**src/port_io_pkg.sv**
```systemverilog
// Notes on behaviour
// RULE1: Eight third-port pins each have a latch and pullup; latch one lets pin be input.
// RULE2: Eight first-port pins each have a latch and pullup; latch one leaves pin weakly high.
// RULE3: Third-port secondary functions work only while the pin latch holds one.
// RULE4: First-port functions need latch one, except compare outputs which drive regardless.
// RULE5: First port carries the low address byte during program verification.
// RULE6: Third bit 0 is serial receive or sync data; bit 1 transmit or shift clock.
// RULE7: Third bit 2 is external interrupt 0 input and timer 0 gate input.
// RULE8: Third bit 5 is the external count input of counter 1.
// RULE9: Third bit 6 outputs the external data memory write strobe.
// RULE10: Third bit 7 outputs the external data memory read strobe.
// RULE11: First bits 0 to 3 are interrupts 3 to 6, compare outputs and capture inputs.
// RULE12: First bit 4 is the external interrupt 2 input.
// RULE13: First bit 5 is the timer 2 external reload trigger input.
// RULE14: First bit 6 outputs the system clock in its secondary role.
// RULE15: Latch-gated secondary output value is latch bit AND function output.
package port_io_pkg;
  localparam int PORT_W = 8;
  localparam int CC_N = 4;
  // Reset values, plus all-ones and all-zeros constants
  localparam logic [7:0] LATCH_RST = 8'hFF;
  localparam logic [7:0] OE_RST = 8'h00;
  localparam logic [7:0] ALL_ONE = 8'hFF;
  localparam logic [7:0] ALL_ZERO = 8'h00;
  // Third-port bit positions
  localparam int P3_RXD = 0;
  localparam int P3_TXD = 1;
  localparam int P3_IRQ0 = 2;
  localparam int P3_CNT1 = 5;
  localparam int P3_WR = 6;
  localparam int P3_RD = 7;
  // First-port bit positions
  localparam int P1_IRQ3 = 0;
  localparam int P1_IRQ4 = 1;
  localparam int P1_IRQ5 = 2;
  localparam int P1_IRQ6 = 3;
  localparam int P1_IRQ2 = 4;
  localparam int P1_RELOAD = 5;
  localparam int P1_SYSTEM_CLOCK_PIN = 6;
endpackage

```
**src/port_alt_io.sv**
```systemverilog
`timescale 1ns/100ps
`default_nettype none
module port_alt_io
(
  input wire logic clk_i,
  input wire logic rstn_i,
  // Core side latch writes, latch values and port reads
  input wire logic p1_wr_i,
  input wire logic [port_io_pkg::PORT_W-1:0] p1_wdata_i,
  input wire logic p3_wr_i,
  input wire logic [port_io_pkg::PORT_W-1:0] p3_wdata_i,
  output logic [port_io_pkg::PORT_W-1:0] p1_latch_o,
  output logic [port_io_pkg::PORT_W-1:0] p3_latch_o,
  output logic [port_io_pkg::PORT_W-1:0] p1_read_o,
  output logic [port_io_pkg::PORT_W-1:0] p3_read_o,
  // Secondary output sources
  input wire logic serial_sync_i,
  input wire logic rxd_out_i,
  input wire logic txd_i,
  input wire logic shift_clk_i,
  input wire logic wr_strobe_n_i,
  input wire logic rd_strobe_n_i,
  input wire logic [port_io_pkg::CC_N-1:0] cmp_en_i,
  input wire logic [port_io_pkg::CC_N-1:0] cmp_out_i,
  input wire logic system_clock_pin_en_i,
  input wire logic system_clock_pin_tick_i,
  input wire logic verify_mode_i,
  input wire logic [port_io_pkg::PORT_W-1:0] verify_addr_lo_i,
  // Secondary inputs towards peripherals
  output logic rxd_in_o,
  output logic ext_irq0_in_o,
  output logic timer0_gate_o,
  output logic count1_in_o,
  output logic count1_fall_o,
  output logic ext_irq2_in_o,
  output logic ext_irq3_in_o,
  output logic ext_irq4_in_o,
  output logic ext_irq5_in_o,
  output logic ext_irq6_in_o,
  output logic [port_io_pkg::CC_N-1:0] match_capture_pin_o,
  output logic reload_trigger_in_o,
  // Pins
  input wire logic [port_io_pkg::PORT_W-1:0] p1_pin_i,
  output logic [port_io_pkg::PORT_W-1:0] p1_pin_o,
  output logic [port_io_pkg::PORT_W-1:0] p1_pin_oe_o,
  input wire logic [port_io_pkg::PORT_W-1:0] p3_pin_i,
  output logic [port_io_pkg::PORT_W-1:0] p3_pin_o,
  output logic [port_io_pkg::PORT_W-1:0] p3_pin_oe_o
);
  import port_io_pkg::*;

  typedef struct packed {
    logic [PORT_W-1:0] p1_latch;
    logic [PORT_W-1:0] p3_latch;
    logic [PORT_W-1:0] p1_in;
    logic [PORT_W-1:0] p3_in;
    logic [PORT_W-1:0] p1_alt;
    logic [PORT_W-1:0] p3_alt;
    logic [PORT_W-1:0] p1_out;
    logic [PORT_W-1:0] p1_oe;
    logic [PORT_W-1:0] p3_out;
    logic [PORT_W-1:0] p3_oe;
    logic clk_tgl;
    logic cnt1_fall;
  } port_state_t;

  port_state_t q;
  port_state_t d;
  logic [PORT_W-1:0] p3_func;
  logic [PORT_W-1:0] p1_func;
  logic [PORT_W-1:0] p1_val;
  logic [PORT_W-1:0] p3_val;

  // Next state: latches, input sampling, pin drive
  always_comb
  begin
    d = q;
    p3_func = ALL_ONE;
    p1_func = ALL_ONE;
    if (p1_wr_i)
    begin
      d.p1_latch = p1_wdata_i; // see RULE2
    end
    if (p3_wr_i)
    begin
      d.p3_latch = p3_wdata_i; // see RULE1
    end
    // Raw pin level for port reads
    d.p1_in = p1_pin_i;
    d.p3_in = p3_pin_i;
    // A zero latch pulls the pin low, except first-port pins driven by compare or verify, so gating inputs also hides stale levels
    d.p3_alt = p3_pin_i & q.p3_latch; // see RULE3
    d.p1_alt = p1_pin_i & q.p1_latch; // see RULE4
    d.cnt1_fall = q.p3_alt[P3_CNT1] & ~d.p3_alt[P3_CNT1]; // see RULE8
    if (system_clock_pin_tick_i)
    begin
      d.clk_tgl = ~q.clk_tgl; // see RULE14
    end
    // Third-port secondary outputs; idle functions present a one
    p3_func[P3_RXD] = serial_sync_i ? rxd_out_i : 1'b1; // see RULE6
    p3_func[P3_TXD] = serial_sync_i ? shift_clk_i : txd_i; // see RULE6
    p3_func[P3_WR] = wr_strobe_n_i; // see RULE9
    p3_func[P3_RD] = rd_strobe_n_i; // see RULE10
    p3_val = q.p3_latch & p3_func; // see RULE15
    // Quasi-bidirectional: drive low only, the pullup gives the high level
    d.p3_out = p3_val; // see RULE1
    d.p3_oe = ~p3_val; // see RULE3
    // First-port outputs
    p1_func[P1_SYSTEM_CLOCK_PIN] = system_clock_pin_en_i ? q.clk_tgl : 1'b1; // see RULE14
    p1_val = q.p1_latch & p1_func; // see RULE15
    d.p1_out = p1_val; // see RULE2
    d.p1_oe = ~p1_val; // see RULE2
    for (int k = 0; k < CC_N; k++)
    begin
      if (cmp_en_i[k])
      begin
        // Compare output drives strongly and ignores the latch
        d.p1_out[k] = cmp_out_i[k]; // see RULE4
        d.p1_oe[k] = 1'b1; // see RULE11
      end
    end
    // Verification overrides every other drive of the first port pins
    if (verify_mode_i)
    begin
      d.p1_out = verify_addr_lo_i; // see RULE5
      d.p1_oe = ALL_ONE; // see RULE5
    end
  end

  // State register
  always_ff @(posedge clk_i or negedge rstn_i)
  begin
    if (!rstn_i)
    begin
      q.p1_latch <= LATCH_RST;
      q.p3_latch <= LATCH_RST;
      q.p1_in <= LATCH_RST;
      q.p3_in <= LATCH_RST;
      q.p1_alt <= LATCH_RST;
      q.p3_alt <= LATCH_RST;
      q.p1_out <= LATCH_RST;
      q.p1_oe <= OE_RST;
      q.p3_out <= LATCH_RST;
      q.p3_oe <= OE_RST;
      q.clk_tgl <= 1'b0;
      q.cnt1_fall <= 1'b0;
    end
    else
    begin
      q <= d;
    end
  end

  // Outputs straight from the state
  assign p1_latch_o = q.p1_latch;
  assign p3_latch_o = q.p3_latch;
  assign p1_read_o = q.p1_in;
  assign p3_read_o = q.p3_in;
  assign p1_pin_o = q.p1_out;
  assign p1_pin_oe_o = q.p1_oe;
  assign p3_pin_o = q.p3_out;
  assign p3_pin_oe_o = q.p3_oe;

  // Secondary inputs, one register behind the pins
  assign rxd_in_o = q.p3_alt[P3_RXD]; // see RULE6
  assign ext_irq0_in_o = q.p3_alt[P3_IRQ0]; // see RULE7
  assign timer0_gate_o = q.p3_alt[P3_IRQ0]; // see RULE7
  assign count1_in_o = q.p3_alt[P3_CNT1]; // see RULE8
  assign count1_fall_o = q.cnt1_fall;
  assign ext_irq3_in_o = q.p1_alt[P1_IRQ3]; // see RULE11
  assign ext_irq4_in_o = q.p1_alt[P1_IRQ4]; // see RULE11
  assign ext_irq5_in_o = q.p1_alt[P1_IRQ5]; // see RULE11
  assign ext_irq6_in_o = q.p1_alt[P1_IRQ6]; // see RULE11
  assign match_capture_pin_o = q.p1_alt[CC_N-1:0]; // see RULE11
  assign ext_irq2_in_o = q.p1_alt[P1_IRQ2]; // see RULE12
  assign reload_trigger_in_o = q.p1_alt[P1_RELOAD]; // see RULE13
endmodule
`default_nettype wire

```
**config.mk**
```make
export PLATFORM = sky130hd
export DESIGN_NAME = port_alt_io
export DESIGN_NICKNAME = d
export VERILOG_FILES = /design/src/port_io_pkg.sv /design/src/port_alt_io.sv
export SDC_FILE = /design/constraint.sdc
export NUM_CORES = 1
export LEC_CHECK = 0
export BUFFER_PORTS_ARGS = -buffer_cell sky130_fd_sc_hd__buf_2
export CAP_MARGIN = 20
export CORE_ASPECT_RATIO = 1.2
export CORE_MARGIN = 2
export CORE_UTILIZATION = 35
export DETAILED_ROUTE_END_ITERATION = 8
export HOLD_SLACK_MARGIN = 0.06
export SETUP_SLACK_MARGIN = 0.1
export SLEW_MARGIN = 20
export SYNTH_ARGS = -nofsm -noshare
export SYNTH_HDL_FRONTEND = slang
export SYNTH_SLANG_ARGS = --single-unit
```
**constraint.sdc**
```tcl
create_clock -name clk_i -period 1.4 [get_ports clk_i]
set_input_delay 0.07 -clock clk_i [delete_from_list [all_inputs] [get_ports clk_i]]
set_output_delay 0.07 -clock clk_i [all_outputs]
set_load 0.01 [all_outputs]
```
=== Yosys cells after proc, flatten, opt, wreduce, memory -nomap -nowiden ===
Cells that the tools add are included.

* Muxes and demuxes: 12
* Bitwise operators: 9

{| class="wikitable"
|+ Operator list
! operator !! number
|-
| AND 8 bit || 2
|-
| two-way mux 16 bit || 1
|-
| NOT 8 bit || 2
|-
| AND 6 bit || 2
|-
| two-way mux 1 bit || 11
|-
| NOT 1 bit || 2
|-
| AND 1 bit || 1
|}

* Bits in registers: 78
* Input bits: 61
* Output and inout bits: 79
* Word-level logic and storage cells: 33

=== Logic depth before layout (Yosys ltp) ===
Gate-level depths: netlist (run 1).

* Word-level depth: 5
* Gate-level depth with buffers: 4
* Mapped depth without buffers: 2

=== Worst setup path before layout (run 1) ===
OpenSTA, ideal clock, no wires.

* Kind: flip-flop to flip-flop
* From: reg q, in the netlist p1_latch_o[0]
* To: reg q, in the netlist p1_pin_oe_o[0]
* Setup time: 131 ps
* Data arrival time: 850 ps
* Data required time: 1269 ps
* Setup slack: 419 ps
* Stages on the path, launching flop included: 2
* Buffers on the path: 0
* Period minus slack after synthesis: 981 ps
* Cells stage by stage: dfstp_2 or3b_1

{| class="wikitable"
|+ RTL lines
! item !! RTL line !! text
|-
| start: declaration || port_alt_io.sv:67 || <nowiki>port_state_t q;</nowiki>
|}

==> results of run 1 <==
==> sequential cells by signal, indices dropped and copies added (netlist names), 8 cells and up <==
name / cells
p1_latch_o: 8
p3_pin_oe_o: 8
p1_read_o: 8
p3_pin_o: 8
p3_read_o: 8
p3_latch_o: 8
p1_pin_o: 8
p1_pin_oe_o: 8
==> critical path: stages <==
cell and delay (ns):
dlygate4sd3_1 0.54, buf_6 0.15, nand2_1 0.07, dlygate4sd3_1 0.56, o21ai_0 0.08
==> logic make-up (layout without fill, tap and decap cells) <==
| family | Yosys count | in the layout | synth area share [%] |
|---|---|---|---|
| compound gates | 11 | 11 | 2.054 |
| xor+xnor | 1 | 1 | 0.2934 |
| buf+inv | 80 | 225 | 19.32 |
| flops | 75 | 75 | 65.26 |
| mux | 17 | 17 | 6.245 |
| simple gates | 38 | 38 | 6.831 |
==> cells in the mapped netlist <==
cell type | instances | area share (%)
and2_1 | 10 | 2.1
inv_1 | 7 | 0.88
dfstp_2 | 57 | 50
dfrtp_1 | 18 | 15
buf_2 | 2 | 0.34
buf_6 | 2 | 0.75
mux2i_1 | 4 | 1.3
nor2b_1 | 1 | 0.21
or3b_1 | 4 | 1.2
buf_4 | 69 | 17
o21a_1 | 1 | 0.25
and2b_1 | 1 | 0.25
xor2_1 | 1 | 0.29
nand2b_1 | 4 | 0.84
a22o_1 | 1 | 0.29
nand2_1 | 18 | 2.3
o21ai_0 | 9 | 1.5
mux2_2 | 13 | 4.9
==> worst max-delay path by stage <==
stage / from / endpoint / slack, ns / depth (start not counted)
2_1_floorplan: p1_latch_o[0] / p1_pin_oe_o[0] / 0.42 / 1
3_3_place_gp: p1_latch_o[2] / p1_pin_oe_o[2] / 0.40 / 1
3_5_place_dp: p1_latch_o[2] / p1_pin_oe_o[2] / 0.37 / 1
4_1_cts: p3_wr_i / p3_latch_o[5] / 0.14 / 5
5_1_grt: p3_wr_i / p3_latch_o[4] / 0.10 / 5
6_report: p3_wr_i / p3_latch_o[5] / 0.18 / 5
==> final cells by class <==
class | count | area share [%]
flip-flops and latches | 75 | 46.98
repair buffers | 202 | 32.38
multi-input cells | 67 | 11.10
well taps | 114 | 3.440
clock buffers | 10 | 3.319
clock inverters | 6 | 2.142
inverters | 7 | 0.6337
==> where the power goes <==
part / total [W] / switching (W) / internal (W)
combinational: 0.000724 / 0.000334 / 0.000390
clock: 0.00184 / 0.000790 / 0.00105
sequential: 0.00253 / 0.0000792 / 0.00245
total: 0.00509 / 0.00120 / 0.00389
==> per-stage QoR <==
| stage | util, % | instances | hold slack [ns] | power (W) |
|---|---|---|---|---|
| global placement | 40.29 | 404 | -0.03718 | 0.003146 |
| floorplan | - | 222 | -0.2256 | 0.003023 |
| CTS | 50.50 | 481 | 0.07211 | 0.005177 |
| finish | 50.58 | 481 | 0.08606 | 0.005092 |
| detailed placement | 40.29 | 404 | -0.03342 | 0.003163 |
| global route | 50.58 | 481 | 0.1119 | 0.005352 |
==> per-layer routing <==
metal,up-vias,global-route usage [%]
li1,906,-
met1,938,14.30
met2,90,24.01
met3,7,3.870
met4,0,5.195
met5,-,0
==> repair_timing <==
| item | in CTS | in global routing |
|---|---|---|
| resized for setup | 0 | 3 |
| hold endpoints to repair | 95 | 0 |
| hold buffers | 61 | 0 |
| endpoints found under the setup margin | 0 | 3 |
==> impl_metrics.json, run 1 <==
{
  "status": "completed",
  "finClkSkew_ns": 0.008062,
  "cts_sinks": 75,
  "nets": 423,
  "maxClockFrequency_ghz": 0.8193,
  "tightestPinTransition_ns": 0.3237,
  "seq_area_frac_synth_pct": 65.26,
  "design.die.area_um2": 9288,
  "grt_pass1_wl_um": 9453,
  "vdd_drop_max_v": 0.0006259,
  "final_common_cell": "buf_2",
  "rsz0062_at_grt": "no",
  "dp_hpwl_um": 3970,
  "grt_pass1_vias": 2044,
  "multi_input_area_um2": 460.4,
  "dr_wl_met3_um": 396,
  "nFillCells": 739,
  "synth.ff_latch_count": 75,
  "vias": 1941,
  "syn_to_final_growth_pct": 38.89,
  "antenna_found_initial": 0,
  "clk_latency_ns": 0.33,
  "die_x_um": 88.31,
  "dieHeight_um": 105.2,
  "drive_above_1_share_pct": 61.85,
  "first_iter_violations": 48,
  "initial_utilization_pct": 36.42,
  "hold_path.class": "input pin to flip-flop",
  "hold_path_end": "p1_pin_o[7]",
  "io_pins": 140,
  "r2r-end": "p1_pin_oe_o[2]",
  "drcViolationCount": 0,
  "met2_length_um": 3282,
  "p_per_area_nw_per_um2": 1228,
  "worst_slack_ns": 0.1795,
  "fin_area_um2": 4146,
  "htree_levels": 3,
  "finalCritPeriodShare_pct": 87.18,
  "required_ns": 1.66,
  "syn_area_per_cell_um2": 13.45,
  "drv_slew": 0,
  "post_cts_buffers": 0,
  "arrival_ns": 1.48,
  "grt_max_degree": 41,
  "yosys_warnings": 0,
  "io_buffer_count": 139,
  "synthesis.area_um2": 2985,
  "routed.top_layer": "met4",
  "cts_buffers": 9,
  "min_from": "verify_mode_i",
  "cp-start-kind": "input pin",
  "ant_nets": 0,
  "diodes": 0,
  "syn_nets": 283,
  "setup_tns_ns": 0,
  "clockBufferDepth": 2,
  "dr.pass1.iters": 4,
  "drt-met1-wl_um": 2370,
  "drt-total-wl_um": 6126,
  "drv_cap": 0,
  "avgViaCountPerCell": 4.035,
  "synth_cell_types": 18,
  "layout_min_cycle_time_ns": 1.221,
  "hold_viol": 0,
  "cellLeakagePower_nw": 1.955,
  "cts_tree": "built",
  "std_cell_rows": 36,
  "grt_usage_pct": 13.35,
  "postSynthCellCount": 222,
  "placed_area_um2": 3303,
  "place_congestion": 0.7111,
  "setup_viol": 0,
  "cts.clk_slew.worst_paths_ns": 0.08,
  "holdPathStages": 3,
  "rrSetupSlack_ns": 0.36,
  "routedWlPerCell_um": 12.74,
  "overflow": 0,
  "timing.rr.start": "p1_latch_o[2]",
  "coreArea_um2": 8198,
  "worst-r2r-cell-count": 1,
  "crit_fanout": 12,
  "place_ws_ns": 0.3745,
  "cts.root.buffer_cell": "clkbuf_8",
  "setup.worst_path.end_class": "flip-flop",
  "most-common-layout-cells": "buf_2, dlygate4sd3_1, dfstp_2",
  "regArea_um2": 1948,
  "max-slew-margin-rel_pct": 78.42,
  "path_class": "input pin to flip-flop"
}
(Power assumes the default switching activity.)
==> inputs of run 2 (changes only) <==
- PLACE_DENSITY: unset -> 0.65
- SETUP_SLACK_MARGIN: 0.1 -> unset
- clock period: 1.4 -> 1 ns (I/O delays scaled with it)
==> run 2 against run 1 <==
The run now ends with setup timing left. Hold slack got worse by 0.020 ns. Setup slack got worse by 0.32 ns. Sequential share of layout area fell by 5.1 points. Critical endpoint is now p1_latch_o[2].
==> impl_metrics.json, run 2 (synthesis gave the netlist of run 1 again) <==
{
  "met2_length_um": 3659,
  "io_buffer_count": 139,
  "clockBufferDepth": 2,
  "most-common-layout-cells": "buf_2, buf_6, dlygate4sd3_1",
  "overflow": 0,
  "routed.top_layer": "met4",
  "ant_nets": 0,
  "place_ws_ns": 0.01226,
  "antenna_found_initial": 0,
  "cts.clk_slew.worst_paths_ns": 0.09,
  "cts.root.buffer_cell": "clkbuf_8",
  "drt-total-wl_um": 6655,
  "setup_tns_ns": -2.176,
  "hold_path.class": "input pin to flip-flop",
  "crit_path_frequent_cell": "buf_6",
  "syn_to_final_growth_pct": 55.95,
  "vias": 2057,
  "cp-start-kind": "flip-flop",
  "drcViolationCount": 0,
  "vdd_drop_max_v": 0.0008049,
  "coreArea_um2": 8198,
  "grt_max_degree": 29,
  "cp_top_family": "flip-flops",
  "cts_tree": "built",
  "dp_hpwl_um": 3920,
  "grt_pass1_vias": 2328,
  "finClkSkew_ns": 0.009234,
  "crit_chain": "buf_6 -> buf_6",
  "final_common_cell": "buf_2",
  "drv_cap": 0,
  "setup.worst_path.end_class": "output port",
  "hold_slack_ns": 0.06640,
  "critical_path.slowest_cell": "dfstp_2",
  "io_pins": 140,
  "first_iter_violations": 27,
  "avgViaCountPerCell": 4.122,
  "std_cell_rows": 36,
  "dieHeight_um": 105.2,
  "design.die.area_um2": 9288,
  "cellLeakagePower_nw": 2.151,
  "nFillCells": 667,
  "clk_latency_ns": 0.34,
  "worst_slack_ns": -0.1407,
  "place_congestion": 0.7320,
  "nets": 441,
  "path_class": "flip-flop to output port",
  "tightestPinTransition_ns": 0.3298,
  "hold_viol": 0,
  "dr.pass1.iters": 4,
  "routedWlPerCell_um": 13.34,
  "cts_sinks": 75,
  "arrival_ns": 1.09,
  "setup_viol": 63,
  "initial_utilization_pct": 36.42,
  "layout_min_cycle_time_ns": 1.141,
  "status": "complete, but fails checks",
  "die_x_um": 88.31,
  "cpPeakStageDelay_ns": 0.56,
  "htree_levels": 3,
  "cts_buffers": 9,
  "max-slew-margin-rel_pct": 78.01,
  "grt_pass1_wl_um": 10670,
  "finalCritPeriodShare_pct": 114.1,
  "drt-met1-wl_um": 2437,
  "crit_fanout": 2,
  "drv_slew": 0,
  "drive_above_1_share_pct": 64.42,
  "required_ns": 0.95,
  "diodes": 0,
  "grt_usage_pct": 15.13,
  "critPathBufInv": 2,
  "maxClockFrequency_ghz": 0.8767,
  "rsz0062_at_grt": "yes",
  "violations": "setup timing",
  "p_per_area_nw_per_um2": 1529,
  "dr_wl_met3_um": 444
}
-- run 2: through the flow --
stage	instance area (um2)	utilization, %	std cells	power (W)
after floorplan	2985	-	222	0.004232
after global placement	3346	40.81	408	0.004430
after detailed placement	3346	40.81	408	0.004451
after CTS	4634	56.53	498	0.007174
after global routing	4656	56.79	499	0.007499
final	4656	56.79	499	0.007119
-- run 2: worst paths after layout --
| path | from | end | slack [ns] | cells past startpoint |
|---|---|---|---|---|
| worst max-delay path | p1_latch_o[2] | p1_latch_o[2] | -0.14 | 2 |
| worst max register to register | p1_latch_o[2] | p1_pin_oe_o[2] | -0.03 | 1 |
| max in group asynchronous | rstn_i | p1_pin_o[0] | 0.34 | 3 |
| min in group asynchronous | rstn_i | p1_pin_oe_o[5] | 0.14 | 2 |
| worst min register to register | q[1] | q[1] | 0.47 | 1 |
| worst min-delay path | verify_mode_i | p1_pin_o[2] | 0.07 | 3 |
-- run 2: final cells by class --
| type | instances | area (um2) | area share, % |
|---|---|---|---|
| inverters | 7 | 26.28 | 0.5644 |
| multi-input cells | 67 | 462.9 | 9.944 |
| clock inverters | 7 | 58.81 | 1.263 |
| flip-flops and latches | 75 | 1948 | 41.84 |
| clock buffers | 9 | 123.9 | 2.661 |
| well taps | 114 | 142.6 | 3.064 |
| repair buffers | 220 | 1893 | 40.66 |
-- run 2: worst min-delay path, delay by kind of cell --
family / cells / cell delay [ns]
buffers and inverters: 1 / 0.21
AND/OR/NAND/NOR: 1 / 0.09
AO/OA/AOI/OAI: 1 / 0.05
-- run 2: layer usage --
metal	up-vias	track usage (%)
li1	947	-
met1	1008	15.49
met2	91	27.71
met3	11	4.581
met4	0	6.169
met5	-	0
-- run 2: timing repair --
item,CTS,global route
setup buffers,15,2
resized for setup,69,8
hold buffers,59,0
endpoints found under the setup margin,63,74
pin swaps,0,1
hold endpoints to repair,96,0
-- run 2: report_power, final --
part	switching, W	leakage [nW]	internal [W]
clock	0.00119	0.0868	0.000934
combinational	0.000535	1.28	0.000884
sequential	0.000140	0.788	0.00343
total	0.00187	2.15	0.00525
==> inputs of run 3 (changes only) <==
- BUFFER_PORTS_ARGS: -buffer_cell sky130_fd_sc_hd__buf_2 -> unset
- DONT_BUFFER_PORTS: unset -> 1
- PLACE_DENSITY: 0.65 -> unset
==> run 3 against run 2 <==
The flow finishes with violations (hold timing, setup timing). Combinational power fell by 68%. Via count fell by 32%. Hold slack got worse by 0.66 ns. Cell count fell by 33%. Critical path type unchanged. Largest cell class unchanged. Largest power group unchanged. Highest routed layer unchanged.
==> impl_metrics.json, run 3 (synthesis gave the netlist of run 1 again) <==
{
  "vias": 1399,
  "critPathBufInv": 1,
  "cts_sinks": 75,
  "drt-total-wl_um": 5155,
  "clk_latency_ns": 0.33,
  "cts.clk_slew.worst_paths_ns": 0.07,
  "io_buffer_count": 0,
  "cts.root.buffer_cell": "clkbuf_8",
  "cts_tree": "built",
  "cpPeakStageDelay_ns": 0.56,
  "crit_chain": "buf_6",
  "die_x_um": 88.31,
  "cts_hold_buf": 49,
  "arrival_ns": 1.00,
  "avgViaCountPerCell": 4.189,
  "drive_above_1_share_pct": 40.91,
  "violations": "hold timing, setup timing",
  "nFillCells": 783,
  "cellLeakagePower_nw": 1.362,
  "place_inst": 268,
  "design.die.area_um2": 9288,
  "dr.pass1.iters": 4,
  "antenna_found_initial": 0,
  "drv_cap": 0,
  "dieHeight_um": 105.2,
  "grt_usage_pct": 11.58,
  "drcViolationCount": 0,
  "coreArea_um2": 8198,
  "p_per_area_nw_per_um2": 1845,
  "hold_viol": 91,
  "place_congestion": 0.6141,
  "finalCritPeriodShare_pct": 105.2,
  "setup.worst_path.end_class": "output port",
  "std_cell_rows": 36,
  "clockBufferDepth": 2,
  "worst_slack_ns": -0.05206,
  "vdd_drop_max_v": 0.0006006,
  "rsz0062_at_grt": "yes",
  "routedWlPerCell_um": 15.43,
  "syn_to_final_growth_pct": 10.35,
  "setup_viol": 6,
  "drv_slew": 0,
  "nets": 276,
  "status": "complete, but fails checks",
  "hold_slack_ns": -0.5921,
  "dp_hpwl_um": 3433,
  "required_ns": 0.95,
  "grt_pass1_vias": 1531,
  "grt_pass1_wl_um": 7859,
  "io_pins": 140,
  "crit_fanout": 4,
  "first_iter_violations": 35,
  "stdcell_count": 334,
  "hold_path.class": "input pin to async pin",
  "most-common-layout-cells": "dfstp_2, dlygate4sd3_1, nand2_1, dfrtp_1, mux2_2",
  "ant_nets": 0,
  "critical_path.slowest_cell": "dfstp_2",
  "fin_util_pct": 40.19,
  "grt_max_degree": 76,
  "total_power_w": 0.006078,
  "cts_buffers": 9,
  "max-slew-margin-rel_pct": 68.85,
  "cp_top_family": "flip-flops",
  "initial_utilization_pct": 36.42,
  "htree_levels": 3,
  "maxClockFrequency_ghz": 0.9505,
  "finClkSkew_ns": 0.004098,
  "overflow": 0,
  "path_class": "flip-flop to output port",
  "final_common_cell": "dfstp_2",
  "layout_min_cycle_time_ns": 1.052,
  "place_ws_ns": -0.003857,
  "diodes": 0,
  "cp-start-kind": "flip-flop",
  "tightestPinTransition_ns": 0.4673
}
run 3: report_power, final:
group / switching [W] / internal, W / total, W
registers: 0.000274 / 0.00344 / 0.00372
clock network: 0.00101 / 0.000887 / 0.00190
logic: 0.000162 / 0.000299 / 0.000461
run 3: path summary, 6_finish.rpt:
kind                               start              to  slack [ns]  depth (start not counted)
setup reg to reg           p1_latch_o[0]  p1_pin_oe_o[0]       -0.03                          1
setup / recovery           p1_latch_o[0]   p1_latch_o[0]       -0.05                          1
max in group asynchronous         rstn_i    p1_read_o[2]        1.40                          0
hold / removal                    rstn_i  p1_pin_oe_o[5]       -0.59                          0
min in group clk_i         verify_mode_i     p1_pin_o[3]       -0.23                          1
hold reg to reg            p3_latch_o[3]     p3_pin_o[3]        0.40                          0
run 3: what timing repair did:
item,4_1_cts,5_1_grt
setup endpoints to repair,11,41
resized for setup,5,6
endpoints found under the hold margin,142,91
buffers inserted,1,0
run 3: through the flow:
stage / cell area (um2) / setup TNS (ns)
2_1_floorplan: 2985 / 0
3_3_place_gp: 2615 / 0
3_5_place_dp: 2615 / -0.003857
4_1_cts: 3287 / -0.4108
5_1_grt: 3294 / -0.8361
6_report: 3294 / -0.2063
run 3: final cells by class:
| class | instances | area (um2) | area share [%] |
|---|---|---|---|
| sequential | 75 | 1948 | 59.13 |
| inverter | 7 | 26.28 | 0.7976 |
| clock buffer | 12 | 135.1 | 4.102 |
| multi-input combinational | 67 | 462.9 | 14.05 |
| timing repair buffer | 55 | 559.3 | 16.98 |
| clock inverter | 4 | 20.02 | 0.6077 |
| tap | 114 | 142.6 | 4.330 |
run 3: layer usage:
metal  global-route usage (%)  vias to the layer above  routed length [um]
li1                         -                      614                   -
met1                    12.40                      687                1894
met2                    18.85                       92                2710
met3                    5.529                        6                 507
met4                    5.519                        0                  43
met5                        0                        -                   0
